[src/core/tcc_map.vh]
// Register map, field positions and reset values of the timer unit.
// Assumes an 8-bit register port with 16-bit byte addresses.
`ifndef TCC_MAP_VH
`define TCC_MAP_VH

// Byte offsets of the registers
`define TCC_PORT_DATA      16'h1000
`define TCC_PORT_DIR       16'h1001
`define TCC_FORCE          16'h100b
`define TCC_C1_MASK        16'h100c
`define TCC_C1_DATA        16'h100d
`define TCC_COUNT_HI       16'h100e
`define TCC_COUNT_LO       16'h100f
`define TCC_CAP_BASE       16'h1010
`define TCC_CMP_BASE       16'h1016
`define TCC_SHARED_HI      16'h101e
`define TCC_ACT_CTL        16'h1020
`define TCC_EDGE_CTL       16'h1021
`define TCC_MASK_ONE       16'h1022
`define TCC_FLAGS_ONE      16'h1023
`define TCC_MASK_TWO       16'h1024
`define TCC_FLAGS_TWO      16'h1025
`define TCC_ACC_CTL        16'h1026

// Field positions
`define TCC_SHARED_FN_BIT  2
`define TCC_OVF_BIT        7
`define TCC_SHARED_FLAG    3

// Reset values
`define TCC_CMP_RESET      16'hffff
`define TCC_BYTE_RESET     8'h00
`define TCC_COUNT_RESET    16'h0000
`define TCC_COUNT_TOP      16'hffff

// Prescaler select window after reset, in bus clocks
`define TCC_PRESC_WINDOW   7'h40

`endif

[src/core/tcc_timer.v]
// Timer capture/compare unit: 16-bit free-running count, three captures,
// four compares, one shared capture/compare channel and port pin control.
// Assumes a single 25 MHz bus clock and a simple strobed 8-bit register port.
//
// Summary of operation
// - Prescaler divides bus clock by 1/4/8/16.
// - Prescale bits writable once, first 64 cycles.
// - Sixteen-bit read-only count, reset clears, wraps.
// - Overflow flag set on all-ones to zero.
// - Overflow flag plus enable requests interrupt.
// - Reading the count never disturbs it.
// - Capture registers latch count on edge.
// - Two-bit edge select per capture channel.
// - Shared channel is compare unless function set.
// - Shared register ignores writes while capturing.
// - Own pin writes trigger shared channel capture.
// - Capture edge can raise interrupt request.
// - Compare registers read/write, reset all ones.
// - Compare once per count step, equality sets flag.
// - Compare interrupt only when mask bit set.
// - Pin action on every match, flag regardless.
// - Action codes: off, toggle, low, high.
// - First compare mask drives pins seven..three.
// - First compare copies data bits to pins.
// - Enabled compare forces pin as output.
// - Force bits apply action, no flag set.
// - Low three force/mask bits read zero.
// - Flags cleared only by writing one.
`timescale 1ns/1ps
`include "tcc_map.vh"

module tcc_timer (
  // Clock and reset
  input  wire        CLK_SYS,
  input  wire        RESETN,
  // Register port
  input  wire [15:0] ADDR,
  input  wire [7:0]  WR_DATA,
  input  wire        WR_STB,
  input  wire        RD_STB,
  output reg  [7:0]  RD_DATA,
  // Port pins, enable low while driving
  input  wire [7:0]  PORT_IN,
  output reg  [7:0]  PORT_OUT,
  output reg  [7:0]  PORT_OE_N,
  // Interrupt request level
  output reg         IRQ_REQ
);

  // Pin level after a compare action
  function act_level;
    input [1:0] mode;
    input       cur;
    begin
      case (mode)
        2'h1:    act_level = ~cur;
        2'h2:    act_level = 1'b0;
        2'h3:    act_level = 1'b1;
        default: act_level = cur;
      endcase
    end
  endfunction

  // Selected edge between two samples
  function edge_hit;
    input [1:0] sel;
    input       prev;
    input       now;
    begin
      edge_hit = (sel[0] & ~prev & now) | (sel[1] & prev & ~now);
    end
  endfunction

  // High byte address of the idx-th 16-bit register from base
  function [15:0] word_addr;
    input [15:0] base;
    input [2:0]  idx;
    begin
      word_addr = base + {12'h000, idx, 1'b0};
    end
  endfunction

  // Prescale decode to a mask on the divider count
  function [3:0] div_mask;
    input [1:0] sel;
    begin
      case (sel)
        2'h1:    div_mask = 4'h3;
        2'h2:    div_mask = 4'h7;
        2'h3:    div_mask = 4'hf;
        default: div_mask = 4'h0;
      endcase
    end
  endfunction

  // Counter and prescaler state
  reg  [15:0] count_reg;
  reg  [3:0]  presc_div_reg;
  reg         count_new_reg;
  reg  [1:0]  prescale_sel_reg;
  reg  [6:0]  init_cnt_reg;
  reg         presc_lock_reg;
  reg  [7:0]  count_lo_buf_reg;
  reg         hi_read_reg;
  // Control and status registers
  reg  [3:0]  timer_mask_two_reg;
  reg         overflow_flag_reg;
  reg  [7:0]  timer_mask_one_reg;
  reg  [7:0]  timer_flags_one_reg;
  reg  [7:0]  compare_action_control_reg;
  reg  [7:0]  capture_edge_control_reg;
  reg         shared_channel_function_reg;
  reg  [7:0]  port_direction_reg;
  reg  [4:0]  compare1_pin_mask_reg;
  reg  [4:0]  compare1_pin_data_reg;
  // Compare words 0..3, shared channel at index 4
  reg  [15:0] cmp_reg [0:4];
  // Capture words 0..2, shared capture at index 3
  reg  [15:0] cap_reg [0:3];
  // Pin synchronisers and edge history
  reg  [3:0]  sync1_reg;
  reg  [3:0]  sync2_reg;
  reg  [3:0]  prev_reg;

  // Combinational results
  reg         tick;
  reg  [4:0]  match;
  reg  [4:0]  go;
  reg  [3:0]  lvl;
  reg  [3:0]  cap_hit;
  reg  [7:0]  flags_set;
  reg  [7:0]  port_next;
  reg  [7:0]  drive_next;
  reg  [7:0]  rd_next;
  reg  [1:0]  field;
  reg  [4:0]  force_bits;
  integer     k, k_rd, k_wr, k_cap;
  wire wr_force = WR_STB && (ADDR == `TCC_FORCE);
  wire rd_hi    = RD_STB && (ADDR == `TCC_COUNT_HI);

  always @* begin
    tick = ((presc_div_reg & div_mask(prescale_sel_reg)) ==
            div_mask(prescale_sel_reg));
  end

  // Matches, captures, pin actions and flag sets
  always @* begin
    match = 5'h00;
    cap_hit = 4'h0;
    field = 2'h0;
    for (k = 0; k < 5; k = k + 1) begin
      match[k] = count_new_reg && (count_reg == cmp_reg[k]);
    end
    // shared channel compares only in compare mode
    match[4] = match[4] & ~shared_channel_function_reg;
    // force bits, high bit is the first channel
    force_bits = wr_force ? WR_DATA[7:3] : 5'h00;
    for (k = 0; k < 5; k = k + 1) begin
      go[k] = match[k] | force_bits[4 - k];
    end
    go[4] = go[4] & ~shared_channel_function_reg;
    // pin three follows own output when its direction bit is set
    lvl[2:0] = sync2_reg[2:0];
    lvl[3] = port_direction_reg[3] ? PORT_OUT[3] : sync2_reg[3];
    cap_hit[0] = edge_hit(capture_edge_control_reg[5:4], prev_reg[0], lvl[0]);
    cap_hit[1] = edge_hit(capture_edge_control_reg[3:2], prev_reg[1], lvl[1]);
    cap_hit[2] = edge_hit(capture_edge_control_reg[1:0], prev_reg[2], lvl[2]);
    cap_hit[3] = edge_hit(capture_edge_control_reg[7:6], prev_reg[3], lvl[3]) &
                 shared_channel_function_reg;
    flags_set = {match[0], match[1], match[2], match[3],
                 shared_channel_function_reg ? cap_hit[3] : match[4],
                 cap_hit[0], cap_hit[1], cap_hit[2]};
    // Software port write first, then compare actions on top
    port_next = (WR_STB && ADDR == `TCC_PORT_DATA) ? WR_DATA : PORT_OUT;
    drive_next = port_direction_reg;
    for (k = 1; k < 5; k = k + 1) begin
      field = compare_action_control_reg[(9 - 2 * k) -: 2];
      // act on every match, flag state ignored
      if (go[k]) begin
        port_next[7 - k] = act_level(field, port_next[7 - k]);
      end
      if (field != 2'h0 && !(k == 4 && shared_channel_function_reg)) begin
        drive_next[7 - k] = 1'b1;
      end
    end
    // first compare mask selects pins seven..three
    for (k = 0; k < 5; k = k + 1) begin
      if (compare1_pin_mask_reg[k]) begin
        drive_next[k + 3] = 1'b1;
        // copy data bit on first compare
        if (go[0]) begin
          port_next[k + 3] = compare1_pin_data_reg[k];
        end
      end
    end
  end

  // Read data multiplexer, unmapped addresses read zero
  always @* begin
    rd_next = 8'h00;
    case (ADDR)
      `TCC_PORT_DATA: rd_next = PORT_OUT;
      `TCC_PORT_DIR:  rd_next = port_direction_reg;
      // low bits of mask read zero, force reads zero
      `TCC_C1_MASK:   rd_next = {compare1_pin_mask_reg, 3'h0};
      `TCC_C1_DATA:   rd_next = {compare1_pin_data_reg, 3'h0};
      `TCC_COUNT_HI:  rd_next = count_reg[15:8];
      `TCC_COUNT_LO:  rd_next = hi_read_reg ? count_lo_buf_reg : count_reg[7:0];
      `TCC_ACT_CTL:   rd_next = compare_action_control_reg;
      `TCC_EDGE_CTL:  rd_next = capture_edge_control_reg;
      `TCC_MASK_ONE:  rd_next = timer_mask_one_reg;
      `TCC_FLAGS_ONE: rd_next = timer_flags_one_reg;
      `TCC_MASK_TWO:  rd_next = {timer_mask_two_reg, 2'h0, prescale_sel_reg};
      `TCC_FLAGS_TWO: rd_next = {overflow_flag_reg, 7'h00};
      `TCC_ACC_CTL:   rd_next = {5'h00, shared_channel_function_reg, 2'h0};
      default: begin
        for (k_rd = 0; k_rd < 5; k_rd = k_rd + 1) begin
          if (ADDR == word_addr(`TCC_CMP_BASE, k_rd[2:0])) begin
            rd_next = cmp_reg[k_rd][15:8];
          end
          if (ADDR == word_addr(`TCC_CMP_BASE, k_rd[2:0]) + 16'h0001) begin
            rd_next = cmp_reg[k_rd][7:0];
          end
        end
        for (k_rd = 0; k_rd < 3; k_rd = k_rd + 1) begin
          if (ADDR == word_addr(`TCC_CAP_BASE, k_rd[2:0])) begin
            rd_next = cap_reg[k_rd][15:8];
          end
          if (ADDR == word_addr(`TCC_CAP_BASE, k_rd[2:0]) + 16'h0001) begin
            rd_next = cap_reg[k_rd][7:0];
          end
        end
        // Shared word shows capture value in capture mode
        if (shared_channel_function_reg && ADDR == `TCC_SHARED_HI) begin
          rd_next = cap_reg[3][15:8];
        end
        if (shared_channel_function_reg && ADDR == `TCC_SHARED_HI + 16'h0001) begin
          rd_next = cap_reg[3][7:0];
        end
      end
    endcase
  end

  // Counter, prescaler and overflow
  always @(posedge CLK_SYS or negedge RESETN) begin
    if (!RESETN) begin
      count_reg <= `TCC_COUNT_RESET;
      presc_div_reg <= 4'h0;
      count_new_reg <= 1'b0;
      overflow_flag_reg <= 1'b0;
      count_lo_buf_reg <= 8'h00;
      hi_read_reg <= 1'b0;
    end else begin
      presc_div_reg <= presc_div_reg + 4'h1;
      count_new_reg <= tick;
      if (tick) begin
        count_reg <= count_reg + 16'h0001;
      end
      if (tick && count_reg == `TCC_COUNT_TOP) begin
        overflow_flag_reg <= 1'b1;
      end else if (WR_STB && ADDR == `TCC_FLAGS_TWO && WR_DATA[`TCC_OVF_BIT]) begin
        overflow_flag_reg <= 1'b0;
      end
      // Low byte held for a following low read
      if (rd_hi) begin
        count_lo_buf_reg <= count_reg[7:0];
      end
      if (RD_STB) begin
        hi_read_reg <= rd_hi;
      end
    end
  end

  // Prescale select and its write window
  always @(posedge CLK_SYS or negedge RESETN) begin
    if (!RESETN) begin
      prescale_sel_reg <= 2'h0;
      init_cnt_reg <= 7'h00;
      presc_lock_reg <= 1'b0;
    end else begin
      if (init_cnt_reg != `TCC_PRESC_WINDOW) begin
        init_cnt_reg <= init_cnt_reg + 7'h01;
      end
      if (WR_STB && ADDR == `TCC_MASK_TWO && !presc_lock_reg &&
          init_cnt_reg != `TCC_PRESC_WINDOW) begin
        prescale_sel_reg <= WR_DATA[1:0];
        presc_lock_reg <= 1'b1;
      end
    end
  end

  // Control registers and compare words
  always @(posedge CLK_SYS or negedge RESETN) begin
    if (!RESETN) begin
      timer_mask_two_reg <= 4'h0;
      timer_mask_one_reg <= `TCC_BYTE_RESET;
      compare_action_control_reg <= `TCC_BYTE_RESET;
      capture_edge_control_reg <= `TCC_BYTE_RESET;
      shared_channel_function_reg <= 1'b0;
      port_direction_reg <= `TCC_BYTE_RESET;
      compare1_pin_mask_reg <= 5'h00;
      compare1_pin_data_reg <= 5'h00;
      // compare words start at all ones
      for (k_wr = 0; k_wr < 5; k_wr = k_wr + 1) begin
        cmp_reg[k_wr] <= `TCC_CMP_RESET;
      end
    end else if (WR_STB) begin
      case (ADDR)
        `TCC_MASK_TWO:  timer_mask_two_reg <= WR_DATA[7:4];
        `TCC_MASK_ONE:  timer_mask_one_reg <= WR_DATA;
        `TCC_ACT_CTL:   compare_action_control_reg <= WR_DATA;
        `TCC_EDGE_CTL:  capture_edge_control_reg <= WR_DATA;
        `TCC_ACC_CTL:   shared_channel_function_reg <= WR_DATA[`TCC_SHARED_FN_BIT];
        `TCC_PORT_DIR:  port_direction_reg <= WR_DATA;
        `TCC_C1_MASK:   compare1_pin_mask_reg <= WR_DATA[7:3];
        `TCC_C1_DATA:   compare1_pin_data_reg <= WR_DATA[7:3];
        default: begin
          for (k_wr = 0; k_wr < 5; k_wr = k_wr + 1) begin
            if (!(k_wr == 4 && shared_channel_function_reg)) begin
              if (ADDR == word_addr(`TCC_CMP_BASE, k_wr[2:0])) begin
                cmp_reg[k_wr][15:8] <= WR_DATA;
              end
              if (ADDR == word_addr(`TCC_CMP_BASE, k_wr[2:0]) + 16'h0001) begin
                cmp_reg[k_wr][7:0] <= WR_DATA;
              end
            end
          end
        end
      endcase
    end
  end

  // Flags: a hardware set in the clear cycle survives
  always @(posedge CLK_SYS or negedge RESETN) begin
    if (!RESETN) begin
      timer_flags_one_reg <= `TCC_BYTE_RESET;
    end else if (WR_STB && ADDR == `TCC_FLAGS_ONE) begin
      timer_flags_one_reg <= (timer_flags_one_reg & ~WR_DATA) | flags_set;
    end else begin
      // equality or edge sets the flag
      timer_flags_one_reg <= timer_flags_one_reg | flags_set;
    end
  end

  // capture words have no reset, latch on edge
  always @(posedge CLK_SYS) begin
    for (k_cap = 0; k_cap < 4; k_cap = k_cap + 1) begin
      if (cap_hit[k_cap]) begin
        cap_reg[k_cap] <= count_reg;
      end
    end
  end

  // two-stage synchroniser, edge history from second stage
  always @(posedge CLK_SYS or negedge RESETN) begin
    if (!RESETN) begin
      sync1_reg <= 4'h0;
      sync2_reg <= 4'h0;
      prev_reg <= 4'h0;
    end else begin
      sync1_reg <= PORT_IN[3:0];
      sync2_reg <= sync1_reg;
      prev_reg <= lvl;
    end
  end

  // Pins, read data and interrupt request, all registered
  always @(posedge CLK_SYS or negedge RESETN) begin
    if (!RESETN) begin
      PORT_OUT <= 8'h00;
      PORT_OE_N <= 8'hff;
      RD_DATA <= 8'h00;
      IRQ_REQ <= 1'b0;
    end else begin
      PORT_OUT <= port_next;
      PORT_OE_N <= ~drive_next;
      // Data stand only in the cycle after the strobe
      RD_DATA <= RD_STB ? rd_next : 8'h00;
      IRQ_REQ <= (|(timer_flags_one_reg & timer_mask_one_reg)) |
                 (overflow_flag_reg & timer_mask_two_reg[3]);
    end
  end

endmodule // tcc_timer

[config.mk]
export PLATFORM = sky130hd
export DESIGN_NAME = tcc_timer
export DESIGN_NICKNAME = d
export VERILOG_FILES = /design/src/core/tcc_timer.v
export VERILOG_INCLUDE_DIRS = /design/src /design/src/core
export SDC_FILE = /design/constraint.sdc
export NUM_CORES = 1
export LEC_CHECK = 0
export ABC_AREA = 0
export BUFFER_PORTS_ARGS = -buffer_cell sky130_fd_sc_hd__buf_4
export CAP_MARGIN = 30
export CORE_MARGIN = 10
export CORE_UTILIZATION = 35
export CTS_BUF_LIST = sky130_fd_sc_hd__clkbuf_8
export CTS_CLUSTER_DIAMETER = 100
export DETAILED_ROUTE_END_ITERATION = 10
export GPL_TIMING_DRIVEN = 0
export PLACE_DENSITY_LB_ADDON = 0.2
export SKIP_CTS_REPAIR_TIMING = 1
export SYNTH_ARGS = -nofsm -noshare
export SYNTH_HDL_FRONTEND = slang
export SYNTH_SLANG_ARGS = --single-unit
[constraint.sdc]
create_clock -name CLK_SYS -period 3.2 [get_ports CLK_SYS]
set_input_delay 0.32 -clock CLK_SYS [delete_from_list [all_inputs] [get_ports CLK_SYS]]
set_output_delay 0.32 -clock CLK_SYS [all_outputs]
set_load 0.01 [all_outputs]
Yosys cells after proc, flatten, opt, wreduce, memory -nomap -nowiden. Memories as Yosys holds them, arrays and structs flattened. Cells that the tools add are included.

Bits of input ports: 36. Flip-flop bits (word level): 213. Logic and storage cells: 253. Bits in latches: 0. RAM bits: 64. Output and inout port bits: 25. Memory bits (read-only): 0. Memories: 1.

Memories: cap_reg (words 4, bits a word 16, rd ports 4, clocked after memory_dff 0, write ports 4, line tcc_timer.v:119) `reg [15:0] cap_reg [0:3];`.

Divide/modulo/power cells: 0. Magnitude comparators: 0. Bitwise logic cells: 51. Equality and inequality tests: 53. Muxes and demuxes: 64. Shifts and indexed selects: 0. $add $sub $neg: 3. Multipliers: 0. Reduce and logical (&&, ||, !) cells: 45.

Operator list (number): $eq A16 B13 Y1 const B (30); $mux W8 (22); $pmux W8 S13 (1); $eq A16 B16 Y1 (5); $mux W1 (35); $reduce_and A3 Y1 (8); $and A1 B1 Y1 (20); $eq A2 B2 Y1 const B (10); $logic_and A1 B1 Y1 (18); $add A16 B1 Y16 const B (1); $and A8 B8 Y8 (2); $eq A16 B16 Y1 const B (1); $not A8 Y8 (2); $or A8 B8 Y8 (2); $reduce_and A2 Y1 (8); $reduce_or A8 Y1 (2); $not A1 Y1 (14); $pmux W1 S3 (4); $pmux W4 S3 (1); $eq A2 B1 Y1 const B (5); $or A1 B1 Y1 (10); $reduce_bool A2 Y1 (5); $reduce_and A4 Y1 (2); $add A7 B1 Y7 const B (1); 6 further kinds (7).

Longest topological paths before layout.
Depth in word-level cells: 21. Mapped depth: 11. Depth with buffers taken out: 9.

Worst setup path after synthesis. No wires, ideal clock.

Kind: input -> register. Start point: input port ADDR[13]. End point: register PORT_OUT[6]. Path buffers: 2. Slack: 621 ps. Stages on the path: 10. Arrival time: 2455 ps. Setup time: 125 ps. Data required time: 3075 ps. Cell sequence: nor4b_4 nand3_2 buf_4 nor3_4 and2_1 buf_6 mux2_4 a21oi_1 nor3_1 mux2_2.

Longest elaborated chain between the ends: 8. Elaborated cells on any way between the ends: 13. Classes of those cells: 2 x eq/ne; 6 x mux; 3 x bitwise; 2 x reduce/logical.

RTL lines: from (decl) (line tcc_timer.v:37) `input wire [15:0] ADDR,`; $eq A16 B13 Y1; $logic_and A1 B1 Y1 (no source line); $mux W8 (line tcc_timer.v:174) `` port_next = (WR_STB && ADDR == `TCC_PORT_DATA) ? WR_DATA : PORT_OUT; ``; $not A1 Y1 (line tcc_timer.v:56) `2'h1: act_level = ~cur;`; $pmux W1 S3 (line tcc_timer.v:55) `case (mode)`; $mux W1 (line tcc_timer.v:179) `if (go[k]) begin`; $mux W1 (line tcc_timer.v:191) `if (go[0]) begin`; $mux W1 (*) (line tcc_timer.v:188) `if (compare1_pin_mask_reg[k]) begin`; named net port_next[6] (line tcc_timer.v:132) `reg [7:0] port_next;`; to (signal assigned) (line tcc_timer.v:375) `PORT_OUT <= port_next;`; to (decl) (line tcc_timer.v:44) `output reg [7:0] PORT_OUT,`.

Mark *: on every way through the listed nets, which the timed path passes. The rest lies on a longest branch. A chain may end at the register's enable or synchronous reset.

Worst setup path in the final report.
Start point: input port ADDR[13]. End point: register RD_DATA[3].

Longest elaborated chain between the ends: 21. Elaborated cells on any way between the ends: 51. Classes of those cells: 29 x eq/ne; 20 x mux; 2 x reduce/logical.

RTL lines: $eq A16 B13 Y1 (line tcc_timer.v:218) `` if (ADDR == word_addr(`TCC_CMP_BASE, k_rd[2:0])) begin ``; $mux W8 (line tcc_timer.v:218); $mux W8 (line tcc_timer.v:221) `` if (ADDR == word_addr(`TCC_CMP_BASE, k_rd[2:0]) + 16'h0001) begin ``; $mux W8 (line tcc_timer.v:218); $mux W8 (line tcc_timer.v:221); $mux W8 (line tcc_timer.v:218); $mux W8 (line tcc_timer.v:221); $mux W8 (line tcc_timer.v:218); [... 5 more ...]; $mux W8 (line tcc_timer.v:226) `` if (ADDR == word_addr(`TCC_CAP_BASE, k_rd[2:0])) begin ``; $mux W8 (line tcc_timer.v:229) `` if (ADDR == word_addr(`TCC_CAP_BASE, k_rd[2:0]) + 16'h0001) begin ``; $mux W8 (line tcc_timer.v:226); $mux W8 (line tcc_timer.v:229); $mux W8 (line tcc_timer.v:234) `` if (shared_channel_function_reg && ADDR == `TCC_SHARED_HI) begin ``; $mux W8 (line tcc_timer.v:237) `` if (shared_channel_function_reg && ADDR == `TCC_SHARED_HI + 16'h0001) begin ``; $pmux W8 S13 (*) (line tcc_timer.v:201) `case (ADDR)`; $mux W8 (*) (line tcc_timer.v:378) `RD_DATA <= RD_STB ? rd_next : 8'h00;`; to (signal assigned) (line tcc_timer.v:378); to (decl) (line tcc_timer.v:41) `output reg [7:0] RD_DATA,`.

Mark *: on every way between the ends. The rest lies on a longest branch, timed or not.

==> results.md <==
* Htree depth at 2
* Slowest CP cell: nor4b_4
* Final Cell Area at 16,190 um2
* Async S/R FF share, synth at 76.90%
* Syn_area_per_cell at 11.98 um2
* Placed Cells at 1,730
* Final hold vios at 0
* Max-cap violations at 0
* Core box area at 38,650 um2
* # IOs at 61
* Worst path arrival time at 3680 ps
* Sequence of cells on the critical path: buf_4, nor4b_4, nand3_2, buf_4, nor3_1, nand2_1, o21ai_0, a221oi_1, a41o_1, o21ai_0
* Largest net degree at the start of global routing at 78
* GRT overflow at 0
* Finished Core Util at 41.90%
* Final ANT Viol Nets at 0
* Crit Path Category: input pin to register
* Slew @ Worst Pin at 1059 ps
* Die width at 217.8 um
* # nets final at 1,310
* DRC at 0
* Leak at 6.467 nW
* Setup ws final at 28.07 ps
* Vias post-DR at 10,420
* CP required at 3710 ps
* Clock transition at path regs at 60 ps
* Total CTS buffers at 51
* Clock Power Share at 46.7%
* Detailed placement HPWL at 36,970 um
* P_sw at 1.847 mW
* Final setup fails at 0
* Max_slew headroom at 29.38%
* Delay of the slowest critical-path stage at 670 ps
* Vias per Instance at 5.691
* Cell taking the most area after synthesis: dfrtp_1
* Port Buffer Count at 54
* Ys flop type: dfrtp_1
* Starting density of the core at 35.42%
* Outcome: complete, no violations
* Clk Latency, worst-skew pair at 650 ps
* Min Tclk post-route at 3172 ps
* Post-synth EDFFs at 64
* Fillers at 3,704
* Synthesized area at 13,690 um2
* Routability Congestion at 0.9493
* First-pass iteration count of the detailed router at 7
* Cells after Synth at 1,143
* Peak supply drop at 0.2884 mV
* Cell internal pwr at 5.653 mW
* CP endpoint kind: register
* Die footprint at 47,420 um2
* Yosys cell types at 79
* Yosys top cell area share at 22.85%
* Buf+Inv Stages, Crit Path at 2
* Post-Synthesis Net Count at 1,183
* CP top delay family: simple AND/OR/NAND/NOR gates
* Fin Clk Skew at 47.15 ps
* Worst Hold Class: input pin to register
* Most area-consuming cells after synthesis: dfrtp_1 23%, dfstp_2 17%, edfxtp_1 14%, mux2_2 12%, xnor2_1 5.4%
* Seq/Total Area, Yosys at 53.78%
* Most frequent cells in the layout: 147 x mux2_2, 125 x dfrtp_1, 96 x nand2_1
* Layout area overhead at 18.28%
* Switching part of the total power at 24.62%
* Synth warn at 0
* Max reg flops at 80
* Sequential power share at 48.5%
* Vias in the first global route at 10,563
* Cell Rows at 72
* Combinational share of power at 4.8%
* Pre-CTS setup slack at -1097 ps
* CTS tree: yes
* Final wirelength at 50,680 um
* CTS root buf: clkbuf_8
* Final Max Slew Viols at 0
* Die Span Y at 217.8 um
* Wire length per cell at 27.68 um
* FMAX at 0.3153 GHz
* Pwr dens at 463.2 nW/um2
* Clock Tree Buf Depth at 3
* Period utilization at 99.12%
* Synthesized flop and latch total at 277
* CTS Sinks at 277
* Iteration-0 DRC Markers at 1,244
* Placement Cell Area at 15,000 um2
* Initial antenna violation count at 3
* Startpoint types: input pin
* First-pass GRT wire length at 74,690 um
* Commonest non-fill, non-tap cell in the layout: mux2_2
* Share of cells above drive strength 1 at 33.99%
* Total GRT Usage at 21.38%
* Crit path max fanout at 10
* Final Non-Filler Cells at 1,831
[synth_stat cells (9+ instances only)]
cell,instances
dfstp_2,88
clkbuf_1,47
mux2i_1,20
nor2_1,53
nor3_1,17
a22oi_1,18
o22ai_1,16
o21ai_0,47
edfxtp_1,64
dfrtp_1,125
xnor2_1,84
nor4_1,18
buf_2,9
inv_1,15
a221oi_1,13
nand2b_1,9
nand4_1,21
a21oi_1,30
a222oi_1,12
nand2_1,97
nand3_1,29
mux2_4,11
mux2_2,147
xor2_1,19
[through the flow]
stage / power, mW / hold slack [ps] / TNS (ps)
6_report: 7.500 / 66.19 / 0
5_1_grt: 7.760 / 55.66 / -3.812
4_1_cts: 7.563 / -411.9 / -1183
3_5_place_dp: 4.043 / 297.1 / -39110
3_3_place_gp: 4.027 / 338.9 / -45300
2_1_floorplan: 3.820 / 24.41 / 0
[power groups by stage]
| stage | combinational [mW] | sequential (mW) | clock, mW |
|---|---|---|---|
| 3_5_place_dp | 0.349 | 3.69 | 0 |
| 6_report | 0.360 | 3.63 | 3.51 |
| 5_1_grt | 0.382 | 3.63 | 3.74 |
| 3_3_place_gp | 0.334 | 3.69 | 0 |
| 2_1_floorplan | 0.130 | 3.69 | 0 |
| 4_1_cts | 0.350 | 3.63 | 3.58 |
[worst reg2reg max path, delay by kind of cell, from the launching register on]
family | cells | cell delay, ps
compound gates | 2 | 290
xor+xnor | 1 | 190
buf+inv | 1 | 780
flops | 1 | 590
simple gates | 4 | 1170
[final timing paths]
kind	from	to	slack [ps]	cells after the start
worst max-delay path	ADDR[13]	RD_DATA[3]	30	10
worst min register to register	sync1_reg[3]	sync2_reg[3]	360	0
worst max register to register	count_reg[7]	PORT_OUT[3]	120	8
worst min-delay path	WR_DATA[0]	timer_flags_one_reg[0]	70	3
max in group asynchronous	RESETN	cmp_reg[39]	2140	3
min in group asynchronous	RESETN	init_cnt_reg[4]	190	2
[metal layers]
layer  up-vias  track usage, %  share of wire [%]
met5         -               0              0.026
met3       150           4.175                8.0
li1       4482               -                  -
met4         2           11.06                5.1
met2       501           32.68                 45
met1      5285           28.31                 42
[cell type report]
class / instances / area (um2) / share of cell area (%)
well taps: 518 / 648.1 / 4.003
multi-input cells: 783 / 6022 / 37.19
repair buffers: 77 / 733.2 / 4.528
inverters: 16 / 60.06 / 0.3709
plain buffers: 64 / 291.5 / 1.800
clock buffers: 66 / 908.4 / 5.610
clock inverters: 29 / 163.9 / 1.012
flip-flops and latches: 277 / 7362 / 45.47
diodes: 1 / 2.502 / 0.01545
[kinds of logic after synthesis]
logic type,after synthesis,synth area share (%)
AOI/OAI and AO/OA,194,9.789
xor gates and xnor gates,103,6.590
adders and majority gates,4,0.3656
buffers and inverters,83,2.550
DFF,277,53.78
muxes,183,15.50
and+or+nand+nor,299,11.42
Note: power is estimated with default switching activity, not from simulation.
